===== config.mk =====
export PLATFORM = sky130hd
export DESIGN_NAME = masd_decode
export DESIGN_NICKNAME = d
export VERILOG_FILES = /design/src/core/masd_pkg.sv /design/src/core/masd_decode.sv /design/src/core/masd_vec_gen.sv
export SDC_FILE = /design/constraint.sdc
export NUM_CORES = 1
export LEC_CHECK = 0
export BUFFER_PORTS_ARGS = -buffer_cell sky130_fd_sc_hd__clkbuf_2
export CAP_MARGIN = 10
export CORE_MARGIN = 3
export CORE_UTILIZATION = 43
export DETAILED_ROUTE_END_ITERATION = 8
export PLACE_DENSITY = 0.8
export SYNTH_ARGS = -nofsm -noshare
export SYNTH_HDL_FRONTEND = slang
export SYNTH_SLANG_ARGS = --single-unit

===== constraint.sdc =====
create_clock -name clk_in -period 1.55 [get_ports clk_in]
set_input_delay 0.31 -clock clk_in [delete_from_list [all_inputs] [get_ports clk_in]]
set_output_delay 0.31 -clock clk_in [all_outputs]
set_load 0.01 [all_outputs]

===== src/core/masd_pkg.sv =====
// package of constants and carrier types for the module address and space decoder
`default_nettype none
package masd_pkg;
    // ------------------------------------------------------------
    // widths and field positions
    // ------------------------------------------------------------
    localparam int ADDR_W        = 24;
    localparam int DATA_W        = 16;
    localparam int VEC_NUM_W     = 8;
    localparam int VBR_W         = 32;
    localparam int VBR_KEEP_LSB  = 10;  // upper 22 bits of base kept
    localparam int BLK_HI        = 23;
    localparam int BLK_LO        = 20;
    localparam int BLK_OFS_W     = 12;  // offset inside register block
    // ------------------------------------------------------------
    // constant values
    // ------------------------------------------------------------
    localparam logic [2:0] BLK_LOW_PATTERN = 3'h7;
    localparam logic [31:0] VBR_RESET      = 32'h0000_0000;
    localparam logic [31:0] RESET_VEC_ADDR = 32'h0000_0000;
    localparam int VEC_TABLE_BYTES = 1024;
    localparam int VEC_COUNT       = 256;
    // function codes
    localparam logic [2:0] FC_USER_DATA  = 3'h1;
    localparam logic [2:0] FC_USER_PROG  = 3'h2;
    localparam logic [2:0] FC_SUPV_DATA  = 3'h5;
    localparam logic [2:0] FC_SUPV_PROG  = 3'h6;
    localparam logic [2:0] FC_CPU_SPACE  = 3'h7;
    // region map inside the register block, by offset bits [11:8]
    localparam logic [3:0] REG_SUPV_ONLY_HI = 4'h0; // 0x000-0x0ff supervisor only
    localparam logic [3:0] REG_USER_LO      = 4'h1; // 0x100-0x7ff implemented, any space
    localparam logic [3:0] REG_USER_HI      = 4'h7;
    localparam logic [3:0] REG_EXT_LO       = 4'h8; // 0x800-0xbff forwarded externally
    localparam logic [3:0] REG_EXT_HI       = 4'hb; // 0xc00-0xfff reserved
    localparam logic [15:0] REG_IMPL_MASK   = 16'h00ff; // implemented bits per location

    typedef enum logic [1:0] {
        MASD_TGT_EXT  = 2'b00,
        MASD_TGT_REG  = 2'b01,
        MASD_TGT_ZERO = 2'b10,
        MASD_TGT_DENY = 2'b11
    } masd_target_t;

    typedef struct packed {
        logic                valid;
        logic                rnw;
        logic [2:0]          fc;
        logic [ADDR_W-1:0]   addr;
    } masd_req_t;

    typedef struct packed {
        logic                valid;
        masd_target_t        target;
        logic [DATA_W-1:0]   rdata;
    } masd_resp_t;
endpackage : masd_pkg
`default_nettype wire


===== src/core/masd_decode.sv =====
// top of the module address and space decoder
// ------------------------------------------------------------
// Overview of operation
// - block selected when addr[23:20] equals M111
// - unused locations and bits read zero
// - vectors from supervisor data, reset from program
// - only reset vector fixed; table follows base
// - vector address is base[31:10], number, 00
// - some registers refused in user space
// - some unused forwarded externally; reserved never
// - base addresses 1024-byte table of 256 vectors
// - function code shows state and space
// ------------------------------------------------------------
`default_nettype none
module masd_decode
    import masd_pkg::*;
(
    input  wire logic                 clk_in,
    input  wire logic                 resetn_in,
    input  wire logic                 module_map_signal_in,
    input  wire masd_req_t            req_in,
    input  wire logic [DATA_W-1:0]    reg_rdata_in,
    input  wire logic                 supervisor_in,
    input  wire logic                 program_in,
    input  wire logic                 cpu_space_in,
    input  wire logic                 vbr_wr_in,
    input  wire logic [VBR_W-1:0]     vbr_wdata_in,
    input  wire logic                 vec_req_in,
    input  wire logic                 vec_is_reset_in,
    input  wire logic [VEC_NUM_W-1:0] vec_num_in,
    output masd_resp_t                resp_out,
    output logic                      reg_sel_out,
    output logic                      ext_sel_out,
    output logic [2:0]                function_code_out,
    output logic [VBR_W-1:0]          vector_table_base_out,
    output logic                      vec_valid_out,
    output logic [VBR_W-1:0]          vec_addr_out,
    output logic [2:0]                vec_fc_out
);
    // ------------------------------------------------------------
    // decode helpers
    // ------------------------------------------------------------
    function automatic logic blk_hit(input logic [ADDR_W-1:0] a, input logic m);
        blk_hit = (a[BLK_HI:BLK_LO] == {m, BLK_LOW_PATTERN});
    endfunction : blk_hit

    function automatic logic [3:0] region_of(input logic [ADDR_W-1:0] a);
        region_of = a[BLK_OFS_W-1:BLK_OFS_W-4];
    endfunction : region_of

    // inclusive bounds on a region index
    function automatic logic in_range(input logic [3:0] r, input logic [3:0] lo, input logic [3:0] hi);
        in_range = (r >= lo) && (r <= hi);
    endfunction : in_range

    function automatic masd_target_t classify(input logic [ADDR_W-1:0] a, input logic m,
                                              input logic [2:0] fc);
        logic [3:0] region;
        region = region_of(a);
        if (!blk_hit(a, m)) begin
            classify = MASD_TGT_EXT;
        end else if (region == REG_SUPV_ONLY_HI) begin
            classify = fc[2] ? MASD_TGT_REG : MASD_TGT_DENY;
        end else if (in_range(region, REG_USER_LO, REG_USER_HI)) begin
            classify = MASD_TGT_REG;
        end else if (in_range(region, REG_EXT_LO, REG_EXT_HI)) begin
            classify = MASD_TGT_EXT;
        end else begin
            classify = MASD_TGT_ZERO;
        end
    endfunction : classify

    // cpu space cycles override both privilege and program/data
    function automatic logic [2:0] fc_of(input logic sup, input logic prog, input logic cpu);
        if (cpu) begin
            fc_of = FC_CPU_SPACE;
        end else if (sup) begin
            fc_of = prog ? FC_SUPV_PROG : FC_SUPV_DATA;
        end else begin
            fc_of = prog ? FC_USER_PROG : FC_USER_DATA;
        end
    endfunction : fc_of

    // only implemented bits of a reached register pass, all else reads zero
    function automatic logic [DATA_W-1:0] read_word(input logic [DATA_W-1:0] raw, input logic hit);
        read_word = hit ? (raw & REG_IMPL_MASK) : '0;
    endfunction : read_word

    // ------------------------------------------------------------
    // mapping bit synchroniser (pin domain)
    // ------------------------------------------------------------
    logic [2:0] map_sync;
    logic       module_map_select;
    masd_target_t tgt;

    always_ff @(posedge clk_in or negedge resetn_in) begin
        if (!resetn_in) begin
            map_sync <= 3'h0;
        end else begin
            map_sync <= {map_sync[1:0], module_map_signal_in};
        end
    end

    // change counts once the last two stages agree
    logic next_map;

    assign next_map = (map_sync[1] == map_sync[2]) ? map_sync[2] : module_map_select;

    always_ff @(posedge clk_in or negedge resetn_in) begin
        if (!resetn_in) begin
            module_map_select <= 1'b0;
        end else begin
            module_map_select <= next_map;
        end
    end

    // ------------------------------------------------------------
    // target decode
    // ------------------------------------------------------------
    // current mapping bit used for each access, no latching per cycle
    assign tgt = classify(req_in.addr, module_map_select, req_in.fc);

    // ------------------------------------------------------------
    // access response
    // ------------------------------------------------------------
    masd_resp_t next_resp;
    logic       reg_hit;
    logic       ext_hit;

    always_comb begin
        reg_hit          = req_in.valid && tgt == MASD_TGT_REG;
        ext_hit          = req_in.valid && tgt == MASD_TGT_EXT;
        next_resp.valid  = req_in.valid;
        next_resp.target = tgt;
        next_resp.rdata  = read_word(reg_rdata_in, reg_hit && req_in.rnw);
    end

    always_ff @(posedge clk_in or negedge resetn_in) begin
        if (!resetn_in) begin
            resp_out <= '0;
        end else begin
            resp_out <= next_resp;
        end
    end

    // ------------------------------------------------------------
    // register and external selects
    // ------------------------------------------------------------
    // a refused user access selects nothing
    always_ff @(posedge clk_in or negedge resetn_in) begin
        if (!resetn_in) begin
            reg_sel_out <= 1'b0;
        end else begin
            reg_sel_out <= reg_hit;
        end
    end

    // reserved offsets never reach the external bus
    always_ff @(posedge clk_in or negedge resetn_in) begin
        if (!resetn_in) begin
            ext_sel_out <= 1'b0;
        end else begin
            ext_sel_out <= ext_hit;
        end
    end

    // ------------------------------------------------------------
    // function code output
    // ------------------------------------------------------------
    logic [2:0] next_fc;

    assign next_fc = fc_of(supervisor_in, program_in, cpu_space_in);

    always_ff @(posedge clk_in or negedge resetn_in) begin
        if (!resetn_in) begin
            function_code_out <= FC_SUPV_PROG;
        end else begin
            function_code_out <= next_fc;
        end
    end

    // ------------------------------------------------------------
    // vector table base
    // ------------------------------------------------------------
    logic [VBR_W-1:0] next_vbr;

    // low ten bits dropped: the 1024-byte table is always aligned
    always_comb begin
        next_vbr = vector_table_base_out;
        if (vbr_wr_in) begin
            next_vbr = {vbr_wdata_in[VBR_W-1:VBR_KEEP_LSB], 10'h000};
        end
    end

    always_ff @(posedge clk_in or negedge resetn_in) begin
        if (!resetn_in) begin
            vector_table_base_out <= VBR_RESET;
        end else begin
            vector_table_base_out <= next_vbr;
        end
    end

    // ------------------------------------------------------------
    // vector fetch
    // ------------------------------------------------------------
    // address and space registered together so they never disagree
    masd_vec_gen u_vec_gen (
        .clk_in          (clk_in),
        .resetn_in       (resetn_in),
        .vec_req_in      (vec_req_in),
        .vec_is_reset_in (vec_is_reset_in),
        .vec_num_in      (vec_num_in),
        .vbr_in          (vector_table_base_out),
        .vec_valid_out   (vec_valid_out),
        .vec_addr_out    (vec_addr_out),
        .vec_fc_out      (vec_fc_out)
    );
endmodule : masd_decode
`default_nettype wire


===== src/core/masd_vec_gen.sv =====
// vector address and space generator for exception fetches
`default_nettype none
module masd_vec_gen
    import masd_pkg::*;
(
    input  wire logic                 clk_in,
    input  wire logic                 resetn_in,
    input  wire logic                 vec_req_in,
    input  wire logic                 vec_is_reset_in,
    input  wire logic [VEC_NUM_W-1:0] vec_num_in,
    input  wire logic [VBR_W-1:0]     vbr_in,
    output logic                      vec_valid_out,
    output logic [VBR_W-1:0]          vec_addr_out,
    output logic [2:0]                vec_fc_out
);
    // ------------------------------------------------------------
    // registered vector fetch
    // ------------------------------------------------------------
    always_ff @(posedge clk_in or negedge resetn_in) begin
        if (!resetn_in) begin
            vec_valid_out <= 1'b0;
            vec_addr_out  <= 32'h0000_0000;
            vec_fc_out    <= 3'h0;
        end else begin
            vec_valid_out <= vec_req_in;
            if (vec_req_in) begin
                if (vec_is_reset_in) begin
                    vec_addr_out <= RESET_VEC_ADDR;
                    vec_fc_out   <= FC_SUPV_PROG;
                end else begin
                    // upper 22 bits of base, vector number, two zero bits
                    vec_addr_out <= {vbr_in[VBR_W-1:VBR_KEEP_LSB], vec_num_in, 2'h0};
                    vec_fc_out   <= FC_SUPV_DATA;
                end
            end
        end
    end
endmodule : masd_vec_gen
`default_nettype wire


* After elaboration in Yosys (flattened, before gate mapping)
Index checks and enable logic that the tools add are counted.
W data, S select, Z words.
** Word-level totals
- Register bits :: 78
** Operators by class
- Magnitude comparators :: 4
- Mux-type cells :: 12
- Equality and inequality tests :: 3
- Reduce and logical (&&, ||, !) cells :: 7
** Operator list (count)
- $mux W32 :: 1
- $mux W2 :: 8
- $mux W8 :: 1
- $mux W3 :: 2
- $logic_and A1 B1 Y1 :: 5
- $eq A4 B4 Y1 :: 1
- $ge A4 B1 Y1 const B :: 1
- $ge A4 B4 Y1 const B :: 1
- $le A4 B3 Y1 const B :: 1
- $le A4 B4 Y1 const B :: 1
- $logic_not A4 Y1 :: 1
- $eq A2 B1 Y1 const B :: 1
- $logic_not A2 Y1 :: 1
- $eq A1 B1 Y1 :: 1

* Logic depth before layout (Yosys ltp)
Gate-level depths: netlist of the first run.
- Depth after elaboration :: 10
- Depth in mapped cells :: 4
- Mapped depth without buffers :: 3

* By module
From an unflattened synthesis of the first run, not the netlist that was laid out.
** Unflattened totals
- Cell total of the unflattened synthesis :: 260
- Area, all modules :: 3161.8 sq um
** Modules (own cells, without submodules)
- masd_decode :: area each 1686.6 sq um, times used 1, cells each 119
- masd_vec_gen :: area each 1475.2 sq um, times used 1, cells each 141

* Least setup slack after synthesis of the first run
No wires, ideal clock.
- Path kind :: in2reg
- Start :: input port req_in[9] in the netlist's numbering
- End :: register resp_out[0] in the netlist's numbering
- Data arrival time :: 1.067 ns
- Cell stages on the path :: 3
- Path slack :: 0.360 ns
- Library setup time :: 0.124 ns
- Cell sequence :: or4_4 nand4b_2 nor3_1
** RTL lines
- start, declared :: RTL line masd_decode.sv:21 : input wire masd_req_t req_in,
- end signal, assigned :: RTL line masd_decode.sv:142 : resp_out <= next_resp;
- end, declared :: RTL line masd_decode.sv:31 : output masd_resp_t resp_out,

==> flow_summary.toml, run 1 <==
[outcome]
status = "completed"

[logic_synthesis]
synth_compound_area_share_pct = 5.261
syn_area_um2 = 3068
netlist_instances = 257
synth_fa_ha_area_share_pct = 0.3263
synth-xor-area-share_pct = 0.2855
synth_seq_cells = 76
avgSynthCellArea_um2 = 11.94
synth_top_family_by_area = "simple AND/OR/NAND/NOR gates"
ys_seq_area_share_pct = 62.07
synthSimpleGateAreaFrac_pct = 12.03
yosys_warnings = 0
synth_mux_area_share_pct = 8.768
synth.distinct_cells = 27

[critical_path]
cp_max_fo = 7
worst-path-stages = 3
required_ns = 1.79
reg2regPathDepth = 3
cp_slowest_stage_delay_ns = 0.40
crit_chain = "xnor2_1 > nand4b_2 > nor3_1"
critical_path_class = "reg -> reg"
critPathSlowestCell = "dfrtp_1"
start_kind = "flip-flop"
cp_num_buf_inv = 0
worstPathArrival_ns = 1.58
crit_family = "simple AND/OR/NAND/NOR gates"
critPathCaptureType = "flip-flop"

[cells_and_area]
drive_gt1_share_pct = 45.18
area_growth_pct = 30.87
n_antenna_cell = 0
fin_nets = 483
final_common_cell = "clkbuf_2"
final_cell_mix = "clkbuf_2 (128), dfrtp_1 (74), inv_1 (38), nand3b_1 (30), o21ai_0 (30)"
final_cells = 490
fin_util_pct = 58.45

[place]
portBuffers = 129
placed_cells = 473
gp_congestion = 0.7126
hpwl_um = 4520

[die]
start_util_pct = 44.66
fp.coreArea_um2 = 6869
die_area_um2 = 8184
die_w_um = 90.47
die_y_um = 90.47
rows = 30
ios = 186

[drt]
wirelength_um = 6132
vias = 2221
drt-wirelength-per-cell_um = 12.51
drt_iter0_markers = 35
drc_errors = 0
vias_per_cell = 4.533
firstDrtPassIters = 4
ant_nets = 0

[clock_network]
htreeDepth = 3
cts_resized = 0
clock_path_buffers = 2
cts_root_buffer = "clkbuf_8"
cts_setup_buffers = 0
cts_buffers = 9
path_clk_slew_ns = 0.07
clk_latency_ns = 0.33
hold_buffers = 1
cts_tree = "built"
cts.sinks = 76

[sta]
tightest_slew_ns = 0.5255
post-route-period-util_pct = 86.59
setup_tns_ns = 0
drv_slew = 0
hold_viol = 0
finalSetupViolCount = 0
layout_min_cycle_time_ns = 1.342
clock.fmax_mhz = 745.1
relSlewSlack_pct = 64.97
finClkSkew_ns = 0.01072
whs_ns = 0.08869
rsz0062_at_grt = "false"

[grt]
grt_pass1_wl_um = 10520
grt_use_total_pct = 15.72
grt_max_degree = 77
grt_overflow_total = 0
antenna_found_initial = 0
first_global_vias = 2281

[min_path]
hold_class = "in -> reg"
hold_depth = 1

[power_and_ir_drop]
vdd_ir_drop_max_mv = 0.5733
leakagePower_uw = 0.002082
finalPower_uw = 4607
p_per_area_nw_per_um2 = 1147

[run]
drv_cap = 0
## state kept, by name (all words and copies together), names as in the netlist
name                     cells
reg_sel_out                  1
map_sync                     3
u_vec_gen.vec_addr_out      30
function_code_out            3
vector_table_base_out       22
ext_sel_out                  1
u_vec_gen.vec_valid_out      1
resp_out                    11
u_vec_gen.vec_fc_out         3
module_map_select            1
## routing by layer
layer	vias up	wire [um]	GRT usage, %
li1	1066	-	-
met1	1063	2536	18.38
met2	82	3142	27.73
met3	10	365	3.750
met4	0	88	6.122
met5	-	0	0
## stage by stage
stage,instance area (um^2),worst slack (ns)
after global routing,4015,0.08529
after CTS,4015,0.1795
final,4015,0.2079
after global placement,3764,0.2247
after detailed placement,3764,0.2029
after floorplan,3139,0.3597
## worst paths after layout
kind                                                     from                                     end  slack [ns]
worst min register to register          map_sync[0]$_DFF_PN0_                   map_sync[1]$_DFF_PN0_        0.35
worst max register to register  module_map_select$_DFFE_PN0N_                   resp_out[5]$_DFF_PN0_        0.21
worst min-delay path                     module_map_signal_in                   map_sync[0]$_DFF_PN0_        0.09
min in group asynchronous                           resetn_in          function_code_out[0]$_DFF_PN0_        0.51
max in group asynchronous                           resetn_in  u_vec_gen.vec_addr_out[24]$_DFFE_PN0P_        0.69
worst max-delay path            module_map_select$_DFFE_PN0N_                   resp_out[5]$_DFF_PN0_        0.21
## cells in the mapped netlist, drive strengths merged
library cell	count	area share (%)
dfrtp	74	60
inv	38	4.6
o21ai	31	5.1
nand3b	30	7.3
buf	25	5.6
mux2	23	8.4
clkbuf	7	0.86
nor3	6	0.98
or2	3	0.61
and3	2	0.41
and4	2	0.57
dfstp	2	1.7
nand2	2	0.24
nand2b	2	0.41
a31oi	1	0.20
and2	1	0.20
and3b	1	0.29
conb	1	0.12
maj3	1	0.33
mux2i	1	0.33
nand4b	1	0.49
nor2	1	0.12
or4	1	0.37
xnor2	1	0.29
## layout make-up
| type | instances | area (um^2) |
|---|---|---|
| well taps | 96 | 120.1 |
| clock buffers | 11 | 141.4 |
| inverters | 38 | 142.6 |
| multi-input cells | 130 | 893.4 |
| repair buffers | 134 | 713.2 |
| fillers | 606 | 2854 |
| flip-flops and latches | 76 | 1904 |
| clock inverters | 5 | 100.1 |
## worst reg2reg max path, cell delays in order, from the launching register on
cell and delay, ns:
dfrtp_1 0.40, xnor2_1 0.34, nand4b_2 0.27, nor3_1 0.24
## report_power, final
group	total (uW)	internal [uW]	switching (uW)
clock network	1780	1110	671
logic	600	274	326
registers	2230	2140	90.7
## kinds of logic after synthesis
logic type      count (synthesis)
xor+xnor                        1
flops                          76
other cells                     1
compound gates                 32
fa+ha+maj                       1
simple gates                   52
mux                            24
buf+inv                        70
Power figures use the tool's default switching activity.
==> inputs of run 2 (changes only) <==
--- a/config.mk
+++ b/config.mk
@@ -8,9 +8,9 @@
 export BUFFER_PORTS_ARGS = -buffer_cell sky130_fd_sc_hd__clkbuf_2
 export CAP_MARGIN = 10
 export CORE_MARGIN = 3
-export CORE_UTILIZATION = 43
+export CORE_UTILIZATION = 46
 export DETAILED_ROUTE_END_ITERATION = 8
-export PLACE_DENSITY = 0.8
+export PLACE_DENSITY = 0.85
 export SYNTH_ARGS = -nofsm -noshare
 export SYNTH_HDL_FRONTEND = slang
 export SYNTH_SLANG_ARGS = --single-unit
==> constraint.sdc (replaced) <==
create_clock -name clk_in -period 1.7 [get_ports clk_in]
set_input_delay 0.34 -clock clk_in [delete_from_list [all_inputs] [get_ports clk_in]]
set_output_delay 0.34 -clock clk_in [all_outputs]
set_load 0.01 [all_outputs]
==> run 2 against run 1 <==
Net effect:
- sequential cell count did not move
- critical path type unchanged
- register-to-register slack improved by 0.14 ns
- cell count fell by 4.1%
- first-iteration DRC count rose by 60%
- die area fell by 6.1%
- global-route usage rose by 0.94 points
- clock-buffer cell count rose by 1
- clock power fell by 7%
- worst hold slack got worse by 0.086 ns
- combinational power fell by 9.5%
- critical path depth did not move
- sequential share of layout area rose by 0.45 points
==> flow_summary.toml, run 2 (synthesis gave the netlist of run 1 again) <==
[power_and_ir_drop]
power.switching_uw = 993.0
internal-power_uw = 3247
netSwitchingFraction_pct = 23.42
vdd_ir_drop_max_mv = 0.4885
clkPwrFrac_pct = 39.2
leakagePower_uw = 0.002076
p_comb_share_pct = 12.8
seqPwrFrac_pct = 48.0
p_per_area_nw_per_um2 = 1066

[drt]
vias_per_cell = 4.802
firstDrtPassIters = 4
drc_errors = 0
drt_iter0_markers = 56
wirelength_um = 6388
ant_nets = 0
drt-wirelength-per-cell_um = 13.59
vias = 2257

[outcome]
status = "completed"

[place]
hpwl_um = 4694
gp_congestion = 0.7264
portBuffers = 129
placed_cells = 454

[cells_and_area]
largest_reg_flops = 30
final_common_cell = "clkbuf_2"
area_growth_pct = 29.65
regMostFlops = "u_vec_gen.vec_addr_out"
fin_nets = 482
drive_gt1_share_pct = 45.29
n_antenna_cell = 0
largestRegisters = "u_vec_gen.vec_addr_out: 30 flops, vector_table_base_out: 22 flops, resp_out: 11 flops"
final_cell_mix = "clkbuf_2 (128), dfrtp_1 (74), inv_1 (38), nand3b_1 (30), o21ai_0 (30)"
final_cells = 470

[min_path]
hold_class = "in -> async"

[grt]
antenna_found_initial = 0
grt_overflow_total = 0
grt_pass1_wl_um = 9915
grt_max_degree = 77
grt_use_total_pct = 16.65
first_global_vias = 2138

[sta]
relSlewSlack_pct = 63.90
hold_viol = 0
layout_min_cycle_time_ns = 1.347
finalSetupViolCount = 0
setup_tns_ns = 0
post-route-period-util_pct = 79.25
rsz0062_at_grt = "false"
tightest_slew_ns = 0.5414
finClkSkew_ns = 0.01164
clock.fmax_mhz = 742.3
drv_slew = 0

[critical_path]
worstPathArrival_ns = 1.58
critical_path_class = "reg -> reg"
required_ns = 1.93
reg2regPathDepth = 3
start_kind = "flip-flop"
critPathCaptureType = "flip-flop"
cp_max_fo = 7

[clock_network]
cts_tree = "built"
path_clk_slew_ns = 0.07
clock_path_buffers = 2
cts_resized = 0
hold_buffers = 0
cts_setup_buffers = 0
clk_latency_ns = 0.33
cts_buffers = 9
cts_root_buffer = "clkbuf_8"
cts.sinks = 76
htreeDepth = 3

[die]
start_util_pct = 47.77
die_y_um = 87.67
rows = 29
fp.coreArea_um2 = 6422
ios = 186
die_area_um2 = 7685
die_w_um = 87.67

[run]
drv_cap = 0
==> run 2: changes by cell type in the layout (fill, tap and decap cells not counted), sizes merged <==
cell         before  now
dlygate4sd3       1    0
clkinv            2    1
clkbuf          139  140
==> run 2: path summary, 6_finish.rpt <==
check	startpoint	to	slack [ns]
setup / recovery	module_map_select$_DFFE_PN0N_	resp_out[5]$_DFF_PN0_	0.35
hold / removal	resetn_in	u_vec_gen.vec_addr_out[8]$_DFFE_PN0P_	0.002
setup reg to reg	module_map_select$_DFFE_PN0N_	resp_out[5]$_DFF_PN0_	0.35
hold reg to reg	map_sync[0]$_DFF_PN0_	map_sync[1]$_DFF_PN0_	0.36
max in group asynchronous	resetn_in	resp_out[7]$_DFF_PN0_	1.36
min in group clk_in	module_map_signal_in	map_sync[0]$_DFF_PN0_	0.12
==> run 2: cell type report <==
cell class	count	area, um^2
inverters	38	142.6
well taps	77	96.34
clock inverters	4	95.09
fillers	553	2445
clock buffers	12	155.1
repair buffers	133	690.7
multi-input cells	130	893.4
flip-flops and latches	76	1904
==> run 2: per-stage QoR <==
stage	instance area, um^2	hold WS, ns	power (uW)	setup slack (ns)	util, %
after detailed placement	3727	0.3355	2623	0.3138	58.04
final	3978	0.002291	4240	0.3528	61.93
after global routing	3978	0.02458	4448	0.2011	61.93
after floorplan	3139	0.04441	2355	0.4797	-
after global placement	3727	0.3360	2593	0.3445	58.04
after CTS	3978	0.01217	4306	0.3460	61.93
==> run 2: worst max-delay path: stages (launching register included) <==
cell      delay, ns
dfrtp_1        0.41
xnor2_1        0.30
nand4b_2       0.26
nor3_1         0.28
==> run 2: power by group through the flow <==
stage / logic [uW] / clock network [uW] / registers, uW
4_1_cts: 554 / 1720 / 2040
2_1_floorplan: 233 / 0 / 2120
3_3_place_gp: 534 / 0 / 2060
5_1_grt: 606 / 1790 / 2050
6_report: 543 / 1660 / 2030
3_5_place_dp: 553 / 0 / 2070
==> run 2: routing by layer <==
layer	global-route usage (%)	up-vias	wire, um
li1	-	1064	-
met1	19.18	1093	2524
met2	29.52	88	3359
met3	3.857	12	388
met4	7.252	0	116
met5	0	-	0
==> inputs of run 3 (changes only) <==
--- a/config.mk
+++ b/config.mk
@@ -5,12 +5,13 @@
 export SDC_FILE = /design/constraint.sdc
 export NUM_CORES = 1
 export LEC_CHECK = 0
+export ABC_AREA = 1
 export BUFFER_PORTS_ARGS = -buffer_cell sky130_fd_sc_hd__clkbuf_2
 export CAP_MARGIN = 10
 export CORE_MARGIN = 3
-export CORE_UTILIZATION = 46
+export CORE_UTILIZATION = 39
 export DETAILED_ROUTE_END_ITERATION = 8
-export PLACE_DENSITY = 0.85
+export PLACE_DENSITY = 0.77
 export SYNTH_ARGS = -nofsm -noshare
 export SYNTH_HDL_FRONTEND = slang
 export SYNTH_SLANG_ARGS = --single-unit
==> constraint.sdc (replaced) <==
create_clock -name clk_in -period 1.1 [get_ports clk_in]
set_input_delay 0.22 -clock clk_in [delete_from_list [all_inputs] [get_ports clk_in]]
set_output_delay 0.22 -clock clk_in [all_outputs]
set_load 0.01 [all_outputs]
==> run 3 against run 2 <==
Net effect:
- the flow now finishes with violations (negative setup slack)
- sequential power up 53%
- via count up 3.9%
- critical path type is now reg -> out
- final area up 7.9%
- power up 58%
- die area up 15%
- clock-buffer cell count unchanged
- clock skew down 0.0066 ns
- clock power up 56%
- largest cell class unchanged
==> flow_summary.toml, run 3 <==
[outcome]
status = "complete, but fails checks"
violations = "negative setup slack"

[critical_path]
cp_max_fo = 1
crit_family = "flip-flops"
cp_num_buf_inv = 1
critPathCaptureType = "output pin"
crit_chain = "buf_6"
start_kind = "flip-flop"
cp_slowest_stage_delay_ns = 0.53
critical_path_class = "reg -> out"
worstPathArrival_ns = 0.95
critPathSlowestCell = "dfstp_2"
required_ns = 0.88
r2r_slack_ns = 0

[sta]
clock.fmax_mhz = 851.1
whs_ns = 0.02740
rsz0062_at_grt = "true"
hold_viol = 0
layout_min_cycle_time_ns = 1.175
drv_slew = 0
post-route-period-util_pct = 106.8
setup_slack_ns = -0.07493
finalSetupViolCount = 2
finClkSkew_ns = 0.005011

[die]
die_w_um = 93.91
die_area_um2 = 8819
die_y_um = 93.91
ios = 186
fp.coreArea_um2 = 7370
start_util_pct = 40.90
rows = 31

[logic_synthesis]
synth_common_cells = "dfrtp_1 (74), nand2_1 (52), inv_1 (40)"
synth.area.top_cells = "dfrtp_1 (61%), nand2_1 (6.5%), o21ai_2 (5.5%), buf_4 (5.0%), inv_1 (5.0%)"
yosysMostFrequentCell = "dfrtp_1"
ys.flop_type = "dfrtp_1"
synth.distinct_cells = 25
ys_seq_area_share_pct = 63.18
synth_seq_cells = 76
yosysTopAreaCell = "dfrtp_1"
synth_edf_count = 0
yosys_warnings = 0
syn_area_um2 = 3014
synth_top_area_share_pct = 61.44
netlist_instances = 279
synthArstFlopShare_pct = 100.0
avgSynthCellArea_um2 = 10.80

[cells_and_area]
area_growth_pct = 42.38
largest_reg_flops = 30
final_common_cell = "clkbuf_2"
drive_gt1_share_pct = 48.55
n_antenna_cell = 0
regMostFlops = "u_vec_gen.vec_addr_out"
final_cell_mix = "clkbuf_2 (123), dfrtp_1 (74), nand2_1 (52), inv_1 (40), buf_4 (30)"
largestRegisters = "u_vec_gen.vec_addr_out: 30 flops, vector_table_base_out: 22 flops, resp_out: 11 flops"
fin_nets = 538

[grt]
grt_max_degree = 45
grt_pass1_wl_um = 10450
grt_use_total_pct = 15.36
antenna_found_initial = 0
first_global_vias = 2230
grt_overflow_total = 0

[drt]
wirelength_um = 6758
drt-wirelength-per-cell_um = 12.33
ant_nets = 0
vias = 2346
vias_per_cell = 4.281
firstDrtPassIters = 5
drc_errors = 0
drt_iter0_markers = 86

[clock_network]
clk_latency_ns = 0.33
path_clk_slew_ns = 0.07
clock_path_buffers = 2
cts.sinks = 76
cts_buffers = 9
htreeDepth = 3
cts_tree = "built"
cts_root_buffer = "clkbuf_8"

[power_and_ir_drop]
vdd_ir_drop_max_mv = 0.8230
finalPower_uw = 6699
leakagePower_uw = 0.002402
p_per_area_nw_per_um2 = 1561

[min_path]
hold_class = "in -> reg"

[place]
hpwl_um = 4831
gp_congestion = 0.6768
portBuffers = 129

[run]
drv_cap = 0
[run 3: changes by cell type after synthesis, moves of 5 or more]
| cell | previous run | this run |
|---|---|---|
| a22o_1 | 0 | 8 |
| clkbuf_1 | 7 | 2 |
| mux2_2 | 23 | 0 |
| nand2_1 | 2 | 52 |
| nand3b_1 | 30 | 1 |
| nor2_1 | 1 | 11 |
| nor3_1 | 6 | 1 |
| o21ai_0 | 30 | 25 |
| o21ai_2 | 0 | 19 |
[run 3: kinds of logic after synthesis]
logic type | synth area share [%]
buffers and inverters | 12.16
DFF | 63.18
and+or+nand+nor | 12.20
adders and majority gates | 0.3321
AOI/OAI and AO/OA | 12.00
other | 0.1244
[run 3: final timing paths]
path / from / endpoint / cells after the start
worst max-delay path: function_code_out[1]$_DFF_PN1_ / function_code_out[1] / 1
worst min-delay path: req_in[28] / resp_out[18]$_DFF_PN0_ / 1
worst max register to register: module_map_select$_DFFE_PN0N_ / resp_out[0]$_DFF_PN0_ / 7
worst min register to register: map_sync[0]$_DFF_PN0_ / map_sync[1]$_DFF_PN0_ / 0
max in group asynchronous: resetn_in / function_code_out[2]$_DFF_PN1_ / 3
min in group asynchronous: resetn_in / u_vec_gen.vec_addr_out[17]$_DFFE_PN0P_ / 2
[run 3: metrics by stage]
| step | area, um^2 | cells | utilization [%] | TNS, ns | setup WS, ns |
|---|---|---|---|---|---|
| 2_1_floorplan | 3085 | 298 | - | 0 | 0.1199 |
| 3_3_place_gp | 3771 | 504 | 51.17 | 0 | 0.03056 |
| 5_1_grt | 4292 | 548 | 58.23 | -1.321 | -0.1099 |
| 3_5_place_dp | 3771 | 504 | 51.17 | 0 | 0.005824 |
| 6_report | 4292 | 548 | 58.23 | -0.1472 | -0.07493 |
| 4_1_cts | 4089 | 528 | 55.48 | -0.3022 | -0.1279 |
[run 3: layer usage]
layer / up-vias / global-route usage, % / part of all wire, %
li1: 1152 / - / -
met1: 1079 / 18.66 / 40
met2: 107 / 24.36 / 50
met3: 8 / 5.689 / 9.0
met4: 0 / 6.859 / 1.3
met5: - / 0 / 0
[run 3: final cells by class]
cell class              count  area (um^2)
fillers                   669         3078
flip-flops and latches     76         1904
repair buffers            165         1017
multi-input cells         150        838.3
inverters                  42        157.7
clock buffers              12        155.1
well taps                  99        123.9
clock inverters             4        95.09
[run 3: report_power, final]
group          internal [uW]  switching, uW
Sequential              2990            104
Combinational            471            541
Clock                   1630            963
Total                   5090           1610
[run 3: repair_timing]
item / 4_1_cts / 5_1_grt
resized for setup: 1 / 18
cloned: 0 / 0
pin swaps: 2 / 2
setup endpoints to repair: 22 / 59
hold endpoints to repair: 67 / 0
buffers inserted: 6 / 20
hold buffers: 2 / 0
